<file path="src/gms_pkg.sv">
// Package with constants and carrier types for the genset mode sequencer.
package gms_pkg;

  // ---------------------------------------------------------------------------
  // Timing
  // ---------------------------------------------------------------------------
  localparam int unsigned CLK_MHZ          = 250;
  localparam int unsigned TMR_W            = 32;
  localparam int unsigned TRY_W            = 4;
  localparam int unsigned SYNC_STAGES      = 3;
  localparam int unsigned IDLE_TIME_MS     = 10000;
  localparam int unsigned IDLE_TICKS       = IDLE_TIME_MS * 1000 * CLK_MHZ;
  localparam logic [TRY_W-1:0] TRY_ZERO    = 4'h0;
  localparam logic [TRY_W-1:0] TRY_ONE     = 4'h1;
  localparam logic [TMR_W-1:0] TMR_ZERO    = 32'h0000_0000;
  localparam logic [TMR_W-1:0] TMR_ONE     = 32'h0000_0001;

  // ---------------------------------------------------------------------------
  // Modes and sequence states
  // ---------------------------------------------------------------------------
  typedef enum logic [1:0]
  {
    GMS_MODE_STOP,
    GMS_MODE_MANUAL,
    GMS_MODE_AUTO,
    GMS_MODE_TEST
  } gms_mode_type;

  typedef enum logic [2:0]
  {
    GMS_SEQ_IDLE,
    GMS_SEQ_CRANK,
    GMS_SEQ_REST,
    GMS_SEQ_SAFETY,
    GMS_SEQ_RUN,
    GMS_SEQ_FAILED
  } gms_seq_type;

  // Fascia buttons, one bit each.
  typedef struct packed
  {
    logic stop_reset;
    logic manual;
    logic auto_mode;
    logic test;
    logic start;
    logic to_gen;
    logic open_gen;
  } gms_buttons_type;

  // Engine-at-rest sensor summary, each bit high when the quantity is zero/low.
  typedef struct packed
  {
    logic ecu_speed_zero;
    logic gen_volt_zero;
    logic gen_freq_zero;
    logic charge_volt_zero;
    logic oil_press_low;
  } gms_rest_type;

  // Firing indications from the speed sources and the oil pressure rise.
  typedef struct packed
  {
    logic alt_freq_fired;
    logic mag_pickup_fired;
    logic ecu_speed_fired;
    logic oil_press_rising;
  } gms_fire_type;

  // Static configuration.
  typedef struct packed
  {
    logic             use_mag_pickup;
    logic             use_ecu_speed;
    logic             use_oil_cutout;
    logic             can_engine;
    logic             manual_breaker;
    logic             mains_dropout;
    logic             power_save_en;
    logic [TRY_W-1:0] crank_try_limit;
    logic [TMR_W-1:0] crank_ticks;
    logic [TMR_W-1:0] rest_ticks;
    logic [TMR_W-1:0] safety_ticks;
    logic [TMR_W-1:0] stop_ticks;
  } gms_cfg_type;

endpackage : gms_pkg

</file>
<file path="src/gms_sync.sv">
// Three-stage input synchroniser with agreement filter.
`timescale 1ns/100ps
module gms_sync
#(
  parameter int unsigned WIDTH = 1
)
(
  input  wire logic             clk,
  input  wire logic             rst_n,
  input  wire logic [WIDTH-1:0] din,
  output logic      [WIDTH-1:0] dout
);
  import gms_pkg::*;

  logic [WIDTH-1:0] s1_ff;
  logic [WIDTH-1:0] s2_ff;
  logic [WIDTH-1:0] s3_ff;
  logic [WIDTH-1:0] out_ff;
  logic [WIDTH-1:0] nxt_out;

  // ---------------------------------------------------------------------------
  // Stages
  // ---------------------------------------------------------------------------
  genvar gi;
  generate
    for (gi = 0; gi < WIDTH; gi++)
    begin : g_bit
      // A change counts once the second and third stage agree.
      assign nxt_out[gi] = (s2_ff[gi] == s3_ff[gi]) ? s3_ff[gi] : out_ff[gi];
    end
  endgenerate

  always_ff @(posedge clk)
  begin
    if (!rst_n)
    begin
      s1_ff  <= '0;
      s2_ff  <= '0;
      s3_ff  <= '0;
      out_ff <= '0;
    end
    else
    begin
      s1_ff  <= din;
      s2_ff  <= s1_ff;
      s3_ff  <= s2_ff;
      out_ff <= nxt_out;
    end
  end

  assign dout = out_ff;

endmodule : gms_sync

</file>
<file path="src/gms_sequencer.sv">
// Mode and engine-start sequencer for a generator set controller.
//
// Contract
// - Panel lock blocks all mode changes.
// - Stop mode opens generator switch before stopping.
// - Engine not at rest at timeout raises alarm.
// - At rest needs all five zero/low conditions.
// - Entering stop resets latched alarms already cleared.
// - Stop mode never starts; start signals ignored.
// - Stop mode dropout follows mains availability.
// - Idle stop mode enters power save; buttons wake.
// - Start in stop mode primes ECU only.
// - Stopped in stop mode permits config edits.
// - Manual mode starts only on start press.
// - Sequence start energises fuel and cranks.
// - Failed crank rests then retries.
// - Exhausted attempts end sequence, raise alarm.
// - Starter released on firing, selectable sources.
// - Oil pressure optional cut-out only.
// - Safety-on delay masks faults after disengage.
// - Load transfer held until generator available.
// - Manual mode loads on permitted requests.
// - CAN engine receives start command.
`timescale 1ns/100ps
module gms_sequencer
#(
  parameter int unsigned IDLE_LIMIT = gms_pkg::IDLE_TICKS
)
(
  input  wire logic                     clk,
  input  wire logic                     rst_n,
  input  wire gms_pkg::gms_buttons_type buttons,
  input  wire logic                     panel_lock,
  input  wire logic                     comms_active,
  input  wire gms_pkg::gms_rest_type    rest_in,
  input  wire gms_pkg::gms_fire_type    fire_in,
  input  wire logic                     gen_available,
  input  wire logic                     mains_ok,
  input  wire logic                     aux_load_req,
  input  wire logic                     remote_load_req,
  input  wire logic                     load_inhibit,
  input  wire logic                     alarm_cond_clear,
  input  wire gms_pkg::gms_cfg_type     cfg,
  output gms_pkg::gms_mode_type         mode,
  output logic                          fuel_relay,
  output logic                          starter,
  output logic                          can_start_cmd,
  output logic                          engine_computer_prime,
  output logic                          gen_load_switch,
  output logic                          mains_load_switch,
  output logic                          safety_mask,
  output logic                          stop_timeout_alarm,
  output logic                          start_exhausted_alarm,
  output logic                          latched_alarm_reset,
  output logic                          power_save,
  output logic                          config_allowed,
  output logic                          engine_at_rest
);
  import gms_pkg::*;

  // ---------------------------------------------------------------------------
  // Synchronised pin inputs
  // ---------------------------------------------------------------------------
  localparam int unsigned NSYNC = $bits(gms_buttons_type) + 1
                                + $bits(gms_rest_type) + $bits(gms_fire_type)
                                + 5;

  logic [NSYNC-1:0] raw_in;
  logic [NSYNC-1:0] syn_in;
  gms_buttons_type  btn;
  gms_rest_type     rst_s;
  gms_fire_type     fire_s;
  logic             lock_s;
  logic             avail_s;
  logic             mains_s;
  logic             aux_s;
  logic             inhibit_s;
  logic             commq_s;

  assign raw_in = {buttons, panel_lock, rest_in, fire_in, gen_available,
                   mains_ok, aux_load_req, load_inhibit, comms_active};

  gms_sync #(.WIDTH(NSYNC)) u_sync
  (
    .clk   (clk),
    .rst_n (rst_n),
    .din   (raw_in),
    .dout  (syn_in)
  );

  assign {btn, lock_s, rst_s, fire_s, avail_s, mains_s, aux_s, inhibit_s,
          commq_s} = syn_in;

  // ---------------------------------------------------------------------------
  // State
  // ---------------------------------------------------------------------------
  gms_mode_type    mode_ff;
  gms_seq_type     seq_ff;
  gms_buttons_type btn_prev_ff;
  logic [TMR_W-1:0] tmr_ff;
  logic [TMR_W-1:0] stop_tmr_ff;
  logic [TMR_W-1:0] idle_ff;
  logic [TRY_W-1:0] tries_ff;
  logic fuel_ff;
  logic starter_ff;
  logic can_ff;
  logic prime_ff;
  logic gen_sw_ff;
  logic mains_sw_ff;
  logic mask_ff;
  logic fts_ff;
  logic fst_ff;
  logic alm_rst_ff;
  logic psave_ff;
  logic cfg_ok_ff;
  logic rest_ff;
  logic stopping_ff;
  logic fst_late_ff;

  // ---------------------------------------------------------------------------
  // Decode
  // ---------------------------------------------------------------------------
  gms_buttons_type press;
  logic any_press;
  logic at_rest;
  logic fired;
  logic in_stop;
  logic in_manual;
  logic mode_req;
  gms_mode_type req_mode;
  logic enter_stop;
  logic start_req;
  logic tmr_done;
  logic tries_left;
  logic load_req;
  logic want_gen_load;
  logic gen_running;
  logic idle_done;

  assign press     = btn & ~btn_prev_ff;
  assign any_press = |press;

  assign at_rest = rst_s.ecu_speed_zero & rst_s.gen_volt_zero
                 & rst_s.gen_freq_zero & rst_s.charge_volt_zero
                 & rst_s.oil_press_low;

  assign fired = fire_s.alt_freq_fired
               | (cfg.use_mag_pickup & fire_s.mag_pickup_fired)
               | (cfg.use_ecu_speed  & fire_s.ecu_speed_fired)
               | (cfg.use_oil_cutout & fire_s.oil_press_rising);

  assign in_stop   = (mode_ff == GMS_MODE_STOP);
  assign in_manual = (mode_ff == GMS_MODE_MANUAL);

  assign mode_req = !lock_s & (press.stop_reset | press.manual
                  | press.auto_mode | press.test);
  assign req_mode = press.stop_reset ? GMS_MODE_STOP
                  : press.manual     ? GMS_MODE_MANUAL
                  : press.auto_mode  ? GMS_MODE_AUTO
                  :                    GMS_MODE_TEST;
  assign enter_stop = mode_req & press.stop_reset & !in_stop;

  // Start press counts only in manual or test mode.
  assign start_req = press.start & !in_stop
                   & (in_manual | (mode_ff == GMS_MODE_TEST))
                   & (seq_ff == GMS_SEQ_IDLE | seq_ff == GMS_SEQ_FAILED);

  assign tmr_done   = (tmr_ff == TMR_ZERO);
  assign tries_left = (tries_ff < cfg.crank_try_limit);
  assign gen_running = (seq_ff == GMS_SEQ_SAFETY) | (seq_ff == GMS_SEQ_RUN);

  assign load_req = press.to_gen | aux_s
                  | (!cfg.manual_breaker & remote_load_req);
  assign want_gen_load = gen_running & avail_s & !inhibit_s
                       & !in_stop;
  assign idle_done = (idle_ff >= TMR_W'(IDLE_LIMIT));

  // ---------------------------------------------------------------------------
  // Mode register
  // ---------------------------------------------------------------------------
  gms_mode_type nxt_mode;
  assign nxt_mode = mode_req ? req_mode : mode_ff;

  always_ff @(posedge clk)
  begin
    if (!rst_n)
    begin
      mode_ff     <= GMS_MODE_STOP;
      btn_prev_ff <= '0;
    end
    else
    begin
      mode_ff     <= nxt_mode;
      btn_prev_ff <= btn;
    end
  end

  // ---------------------------------------------------------------------------
  // Start sequence
  // ---------------------------------------------------------------------------
  gms_seq_type      nxt_seq;
  logic [TMR_W-1:0] nxt_tmr;
  logic [TRY_W-1:0] nxt_tries;
  logic             nxt_fst;

  always_comb
  begin
    nxt_seq   = seq_ff;
    nxt_tmr   = tmr_done ? TMR_ZERO : tmr_ff - TMR_ONE;
    nxt_tries = tries_ff;
    nxt_fst   = fst_ff;
    if (mode_req & press.stop_reset)
    begin
      nxt_seq = GMS_SEQ_IDLE;
      nxt_tmr = TMR_ZERO;
    end
    else
    begin
      case (seq_ff)
        GMS_SEQ_IDLE, GMS_SEQ_FAILED:
        begin
          if (start_req)
          begin
            nxt_seq   = GMS_SEQ_CRANK;
            nxt_tmr   = cfg.crank_ticks;
            nxt_tries = TRY_ZERO;
            nxt_fst   = 1'b0;
          end
        end
        GMS_SEQ_CRANK:
        begin
          if (fired)
          begin
            nxt_seq   = GMS_SEQ_SAFETY;
            nxt_tmr   = cfg.safety_ticks;
            nxt_tries = tries_ff + TRY_ONE;
          end
          else if (tmr_done)
          begin
            nxt_tries = tries_ff + TRY_ONE;
            if ((tries_ff + TRY_ONE) >= cfg.crank_try_limit)
            begin
              nxt_seq = GMS_SEQ_FAILED;
              nxt_fst = 1'b1;
            end
            else
            begin
              nxt_seq = GMS_SEQ_REST;
              nxt_tmr = cfg.rest_ticks;
            end
          end
        end
        GMS_SEQ_REST:
        begin
          if (tmr_done)
          begin
            nxt_seq = tries_left ? GMS_SEQ_CRANK : GMS_SEQ_FAILED;
            nxt_tmr = cfg.crank_ticks;
          end
        end
        GMS_SEQ_SAFETY:
        begin
          if (tmr_done)
          begin
            nxt_seq = GMS_SEQ_RUN;
          end
        end
        default:
        begin
          nxt_seq = seq_ff;
        end
      endcase
    end
    if (enter_stop)
    begin
      nxt_fst = 1'b0;
    end
  end

  always_ff @(posedge clk)
  begin
    if (!rst_n)
    begin
      seq_ff   <= GMS_SEQ_IDLE;
      tmr_ff   <= TMR_ZERO;
      tries_ff <= TRY_ZERO;
      fst_ff   <= 1'b0;
    end
    else
    begin
      seq_ff   <= nxt_seq;
      tmr_ff   <= nxt_tmr;
      tries_ff <= nxt_tries;
      fst_ff   <= nxt_fst;
    end
  end

  // ---------------------------------------------------------------------------
  // Stop handling and stop_timeout_alarm
  // ---------------------------------------------------------------------------
  logic             nxt_stopping;
  logic [TMR_W-1:0] nxt_stop_tmr;
  logic             nxt_fts;
  logic             stop_expired;

  assign stop_expired = stopping_ff & (stop_tmr_ff == TMR_ZERO);
  assign nxt_stopping = enter_stop ? 1'b1
                      : (at_rest | !in_stop) ? 1'b0 : stopping_ff;
  assign nxt_stop_tmr = enter_stop ? cfg.stop_ticks
                      : (stop_tmr_ff == TMR_ZERO) ? TMR_ZERO
                      : stop_tmr_ff - TMR_ONE;
  // The expiry set wins over the alarm reset on the same edge.
  assign nxt_fts = (stop_expired & !at_rest) ? 1'b1
                 : (enter_stop & alarm_cond_clear) ? 1'b0 : fts_ff;

  always_ff @(posedge clk)
  begin
    if (!rst_n)
    begin
      stopping_ff <= 1'b0;
      stop_tmr_ff <= TMR_ZERO;
      fts_ff      <= 1'b0;
      alm_rst_ff  <= 1'b0;
    end
    else
    begin
      stopping_ff <= nxt_stopping;
      stop_tmr_ff <= nxt_stop_tmr;
      fts_ff      <= nxt_fts;
      alm_rst_ff  <= enter_stop & alarm_cond_clear;
    end
  end

  // ---------------------------------------------------------------------------
  // Outputs: fuel, starter, ECU, load switches, power save
  // ---------------------------------------------------------------------------
  logic nxt_fuel;
  logic nxt_starter;
  logic nxt_prime;
  logic nxt_gen_sw;
  logic nxt_mains_sw;
  logic nxt_psave;
  logic [TMR_W-1:0] nxt_idle;

  assign nxt_fuel    = (nxt_seq == GMS_SEQ_CRANK) | (nxt_seq == GMS_SEQ_REST)
                     | (nxt_seq == GMS_SEQ_SAFETY) | (nxt_seq == GMS_SEQ_RUN);
  assign nxt_starter = (nxt_seq == GMS_SEQ_CRANK);
  // ECU priming stays on in stop mode once start is pressed.
  assign nxt_prime   = (in_stop & !enter_stop & nxt_mode == GMS_MODE_STOP)
                     & (press.start | prime_ff);
  // Generator switch opens first; fuel stays off only afterwards.
  assign nxt_gen_sw  = want_gen_load & !(mode_req & press.stop_reset)
                     & ((in_manual & (load_req | gen_sw_ff)
                         & !press.open_gen)
                        | (!in_manual & gen_sw_ff));
  assign nxt_mains_sw = (in_stop & cfg.mains_dropout) ? mains_s
                      : mains_sw_ff;
  assign nxt_idle  = (any_press | commq_s | !in_stop) ? TMR_ZERO
                   : idle_done ? idle_ff : idle_ff + TMR_ONE;
  assign nxt_psave = cfg.power_save_en & in_stop & idle_done
                   & !any_press;

  always_ff @(posedge clk)
  begin
    if (!rst_n)
    begin
      fuel_ff     <= 1'b0;
      starter_ff  <= 1'b0;
      can_ff      <= 1'b0;
      prime_ff    <= 1'b0;
      gen_sw_ff   <= 1'b0;
      mains_sw_ff <= 1'b0;
      mask_ff     <= 1'b0;
      psave_ff    <= 1'b0;
      idle_ff     <= TMR_ZERO;
      cfg_ok_ff   <= 1'b0;
      rest_ff     <= 1'b0;
      fst_late_ff <= 1'b0;
    end
    else
    begin
      // Fuel is cut only once the generator switch is already open.
      fuel_ff     <= nxt_fuel | (fuel_ff & gen_sw_ff);
      starter_ff  <= nxt_starter;
      can_ff      <= cfg.can_engine & nxt_starter;
      prime_ff    <= nxt_prime;
      gen_sw_ff   <= nxt_gen_sw;
      mains_sw_ff <= nxt_mains_sw;
      mask_ff     <= (nxt_seq == GMS_SEQ_SAFETY);
      psave_ff    <= nxt_psave;
      idle_ff     <= nxt_idle;
      cfg_ok_ff   <= in_stop & at_rest;
      rest_ff     <= at_rest;
      fst_late_ff <= fst_ff;
    end
  end

  assign mode                  = mode_ff;
  assign fuel_relay            = fuel_ff;
  assign starter               = starter_ff;
  assign can_start_cmd         = can_ff;
  assign engine_computer_prime = prime_ff;
  assign gen_load_switch       = gen_sw_ff;
  assign mains_load_switch     = mains_sw_ff;
  assign safety_mask           = mask_ff;
  assign stop_timeout_alarm    = fts_ff;
  assign start_exhausted_alarm = fst_late_ff;
  assign latched_alarm_reset   = alm_rst_ff;
  assign power_save            = psave_ff;
  assign config_allowed        = cfg_ok_ff;
  assign engine_at_rest        = rest_ff;

endmodule : gms_sequencer

</file>
<file path="config.mk">
export PLATFORM = sky130hd
export DESIGN_NAME = gms_sequencer
export DESIGN_NICKNAME = d
export VERILOG_FILES = /design/src/gms_pkg.sv /design/src/gms_sync.sv /design/src/gms_sequencer.sv
export SDC_FILE = /design/constraint.sdc
export NUM_CORES = 1
export LEC_CHECK = 0
export BUFFER_PORTS_ARGS = -buffer_cell sky130_fd_sc_hd__buf_2
export CAP_MARGIN = 40
export CORE_MARGIN = 4
export CORE_UTILIZATION = 30
export CTS_CLUSTER_SIZE = 24
export DETAILED_ROUTE_END_ITERATION = 10
export SYNTH_ARGS = -nofsm -noshare
export SYNTH_HDL_FRONTEND = slang
export SYNTH_SLANG_ARGS = --single-unit
</file>
<file path="constraint.sdc">
create_clock -name clk -period 4.6 [get_ports clk]
set_clock_uncertainty 0.05 [all_clocks]
set_input_delay 0.23 -clock clk [delete_from_list [all_inputs] [get_ports clk]]
set_output_delay 0.23 -clock clk [all_outputs]
set_load 0.02 [all_outputs]
</file>
==> metrics <==
Mean Syn Cell Area 8.27 um2; row cnt 65; post-synthesis xor/xnor area fraction 0.0711; Die W 187 um; full die area 35000 um2; post-synthesis mux area share 0.00221; Critical Path RT 4.99 ns; Area growth syn-to-layout 31.6%; largest net degree at the start of global routing 68; total global routing overflow 0; P_int 4060 uW; combinational fraction of design power 0.292; Synth Instances 1162; Cell Pwr Density 467 nW/um2; Seq pwr share 0.378; Final Slew Violations 0; crit share post-route 0.697; Yosys cell types 63; placeable core area 31600 um2; share of layout cells above drive strength 1 0.180; Mapped Nets 1341; CP most frequent cell or4_4; crit path kind reg2reg; Slew HR 0.417; Routed WL per cell 14.4 um; TritonCTS clock tree done; status completed; DP HPWL 18.0 mm; Seq cells post-synth 215; # fillers 3155; Syn. warnings 0; final setup violation count 0; drt total wl 26.3 mm; Sum Neg Setup Slack 0 ns; Net Sw Power 1840 uW; area of the mapped netlist 9610 um2; via count 8897; Clock Tree Buf Depth 3; DR pass1 iterations 5; Clock Pin Slew Worst Setup and Hold Paths 0.06 ns; 1st-iter DRT viols 499; Synth Area in Adders 0.0182; CTS root buf clkbuf_16; Non-Filler Instances 1828; initial core utilization 0.305; Num Clock Sinks 215; VDD IR max 0.257 mV; final hold violations 0; number of global-route vias before repair 8576; Crit Path Max Fanout 24; Inst Count DP 1695; Sw Ratio 0.311; Num CTS Buffers 24; max-cap violation count 0; Clk pwr share 0.330; DR vias/cell 4.87; HP Class in2reg; Critical Path Sink Type flop; Final ANT Viol Nets 0; htree depth 1; crit path DAT 3.59 ns; first-pass GRT wire length 42.9 mm; crit start category flop; Port Buffers 179; Simple-Gate Fraction of Synth Area 0.257; Nets 1588; Worst path top cell family by delay simple AND/OR/NAND/NOR gates; Compound-Gate Fraction of Synth Area 0.169; commonest cells after routing, fill and taps aside dfxtp_1 (215), buf_2 (179), nand2_1 (153); CP max stage cell or4_4; initial antenna violation count 1; Final min period 3.21 ns; Routability Congestion 0.857; max incr delay on CP 0.69 ns; Top Ports 180; Highest Clock Rate 0.312 GHz; ys flop type dfxtp_1; largest family of logic cells by synthesized area simple AND/OR/NAND/NOR gates; sequential-to-total area share from yosys stat 0.448; GRT Total Usage 0.144; WP buf/inv 0; Die Ht 187 um; commonest non-fill, non-tap cell in the layout dfxtp_1; EDFF count, synth 0; later-pin clock latency in the skew report 0.52 ns; crit path cell chain or4_4 > or4_4 > or4_4 > o21ai_4 > a21oi_2 > or3_1 > a31oi_1; cts repair resizes 0; Residual DRC 0; Worst-Margin Slew 0.862 ns; FFs w/ async S/R, synth 0; Pleak 0.00497 uW; ANT cells 0; unrepaired setup endpoints after global routing false
## path summary, 6_finish.rpt
kind	start	endpoint	slack, ns	cells past startpoint
worst max register to register	tmr_ff[8]	fuel_relay	1.39	7
worst max-delay path	tmr_ff[8]	fuel_relay	1.39	7
worst min register to register	u_sync.s1_ff[7]	u_sync.s2_ff[7]	0.38	1
worst min-delay path	rst_n	u_sync.s2_ff[8]	0.04	2
## synthesized netlist by cell type, drive strengths merged (4+ instances only)
| library cell | number | area [um2] |
|---|---|---|
| dfxtp | 215 | 4300 |
| nand2 | 153 | 574 |
| a21oi | 109 | 553 |
| nor2 | 104 | 390 |
| o21ai | 99 | 507 |
| and2 | 78 | 488 |
| clkbuf | 59 | 221 |
| xnor2 | 50 | 438 |
| nor3 | 32 | 160 |
| a221oi | 31 | 272 |
| xor2 | 28 | 245 |
| inv | 20 | 75.1 |
| nand3 | 20 | 100 |
| nor4 | 16 | 121 |
| ha | 14 | 175 |
| or3 | 14 | 87.6 |
| nand4 | 12 | 75.1 |
| or4 | 12 | 101 |
| nor2b | 11 | 68.8 |
| nand2b | 10 | 62.6 |
| nor3b | 7 | 52.6 |
| and3 | 6 | 37.5 |
| and4 | 4 | 35.0 |
| buf | 4 | 32.5 |
| nand3b | 4 | 30.0 |
| o21a | 4 | 30.0 |
## logic make-up (layout without fill, tap and decap cells)
group                      count (synthesis)  in the layout
and+or+nand+nor                          493            493
AOI/OAI and AO/OA                        276            276
DFF                                      215            215
buffers and inverters                     84            348
xor gates and xnor gates                  78             78
adders and majority gates                 14             14
muxes                                      2              2
## per-layer routing
metal / routed length, um / global-route usage
met5: 13 / 0
met4: 556 / 0.0398
met3: 1510 / 0.0274
met2: 12100 / 0.243
met1: 12100 / 0.188
## final cells by class
cell class / count / area (um2) / area share
multi-input combinational: 863 / 5000 / 0.395
sequential: 215 / 4300 / 0.340
timing repair buffer: 284 / 1940 / 0.153
clock buffer: 35 / 753 / 0.0596
tap: 402 / 503 / 0.0398
inverter: 21 / 78.8 / 0.00624
clock inverter: 8 / 70.1 / 0.00554
## sequential cells by signal, summed over array words and instances (netlist names), 3 cells and up
signal / cells
idle_ff: 32
u_sync.s1_ff: 22
tries_ff: 4
u_sync.dout: 22
btn_prev_ff: 7
tmr_ff: 32
stop_tmr_ff: 32
seq_ff: 3
u_sync.s3_ff: 22
u_sync.s2_ff: 22
## per-stage QoR
step / hold slack [ns] / worst slack (ns) / instance area, um2 / power (uW) / util
2_1_floorplan: 0.289 / 1.65 / 9610 / 3570 / -
3_3_place_gp: 0.369 / 1.46 / 10900 / 3900 / 0.345
3_5_place_dp: 0.368 / 1.44 / 10900 / 3920 / 0.346
4_1_cts: 0.0286 / 1.40 / 12600 / 5970 / 0.401
5_1_grt: 0.0538 / 1.14 / 12600 / 6270 / 0.401
6_report: 0.0383 / 1.39 / 12600 / 5900 / 0.401
## power by group through the flow
stage | Clock (uW) | Combinational [uW] | Sequential (uW)
floorplan | 0 | 1340 | 2230
global placement | 0 | 1640 | 2260
detailed placement | 0 | 1660 | 2270
CTS | 2020 | 1730 | 2230
global route | 2080 | 1930 | 2250
finish | 1950 | 1720 | 2230
## what timing repair did
item | CTS | global route
setup buffers | 0 | 0
hold buffers | 90 | 0
endpoints found under the hold margin | 91 | 0
Power figures use the tool's default switching activity.
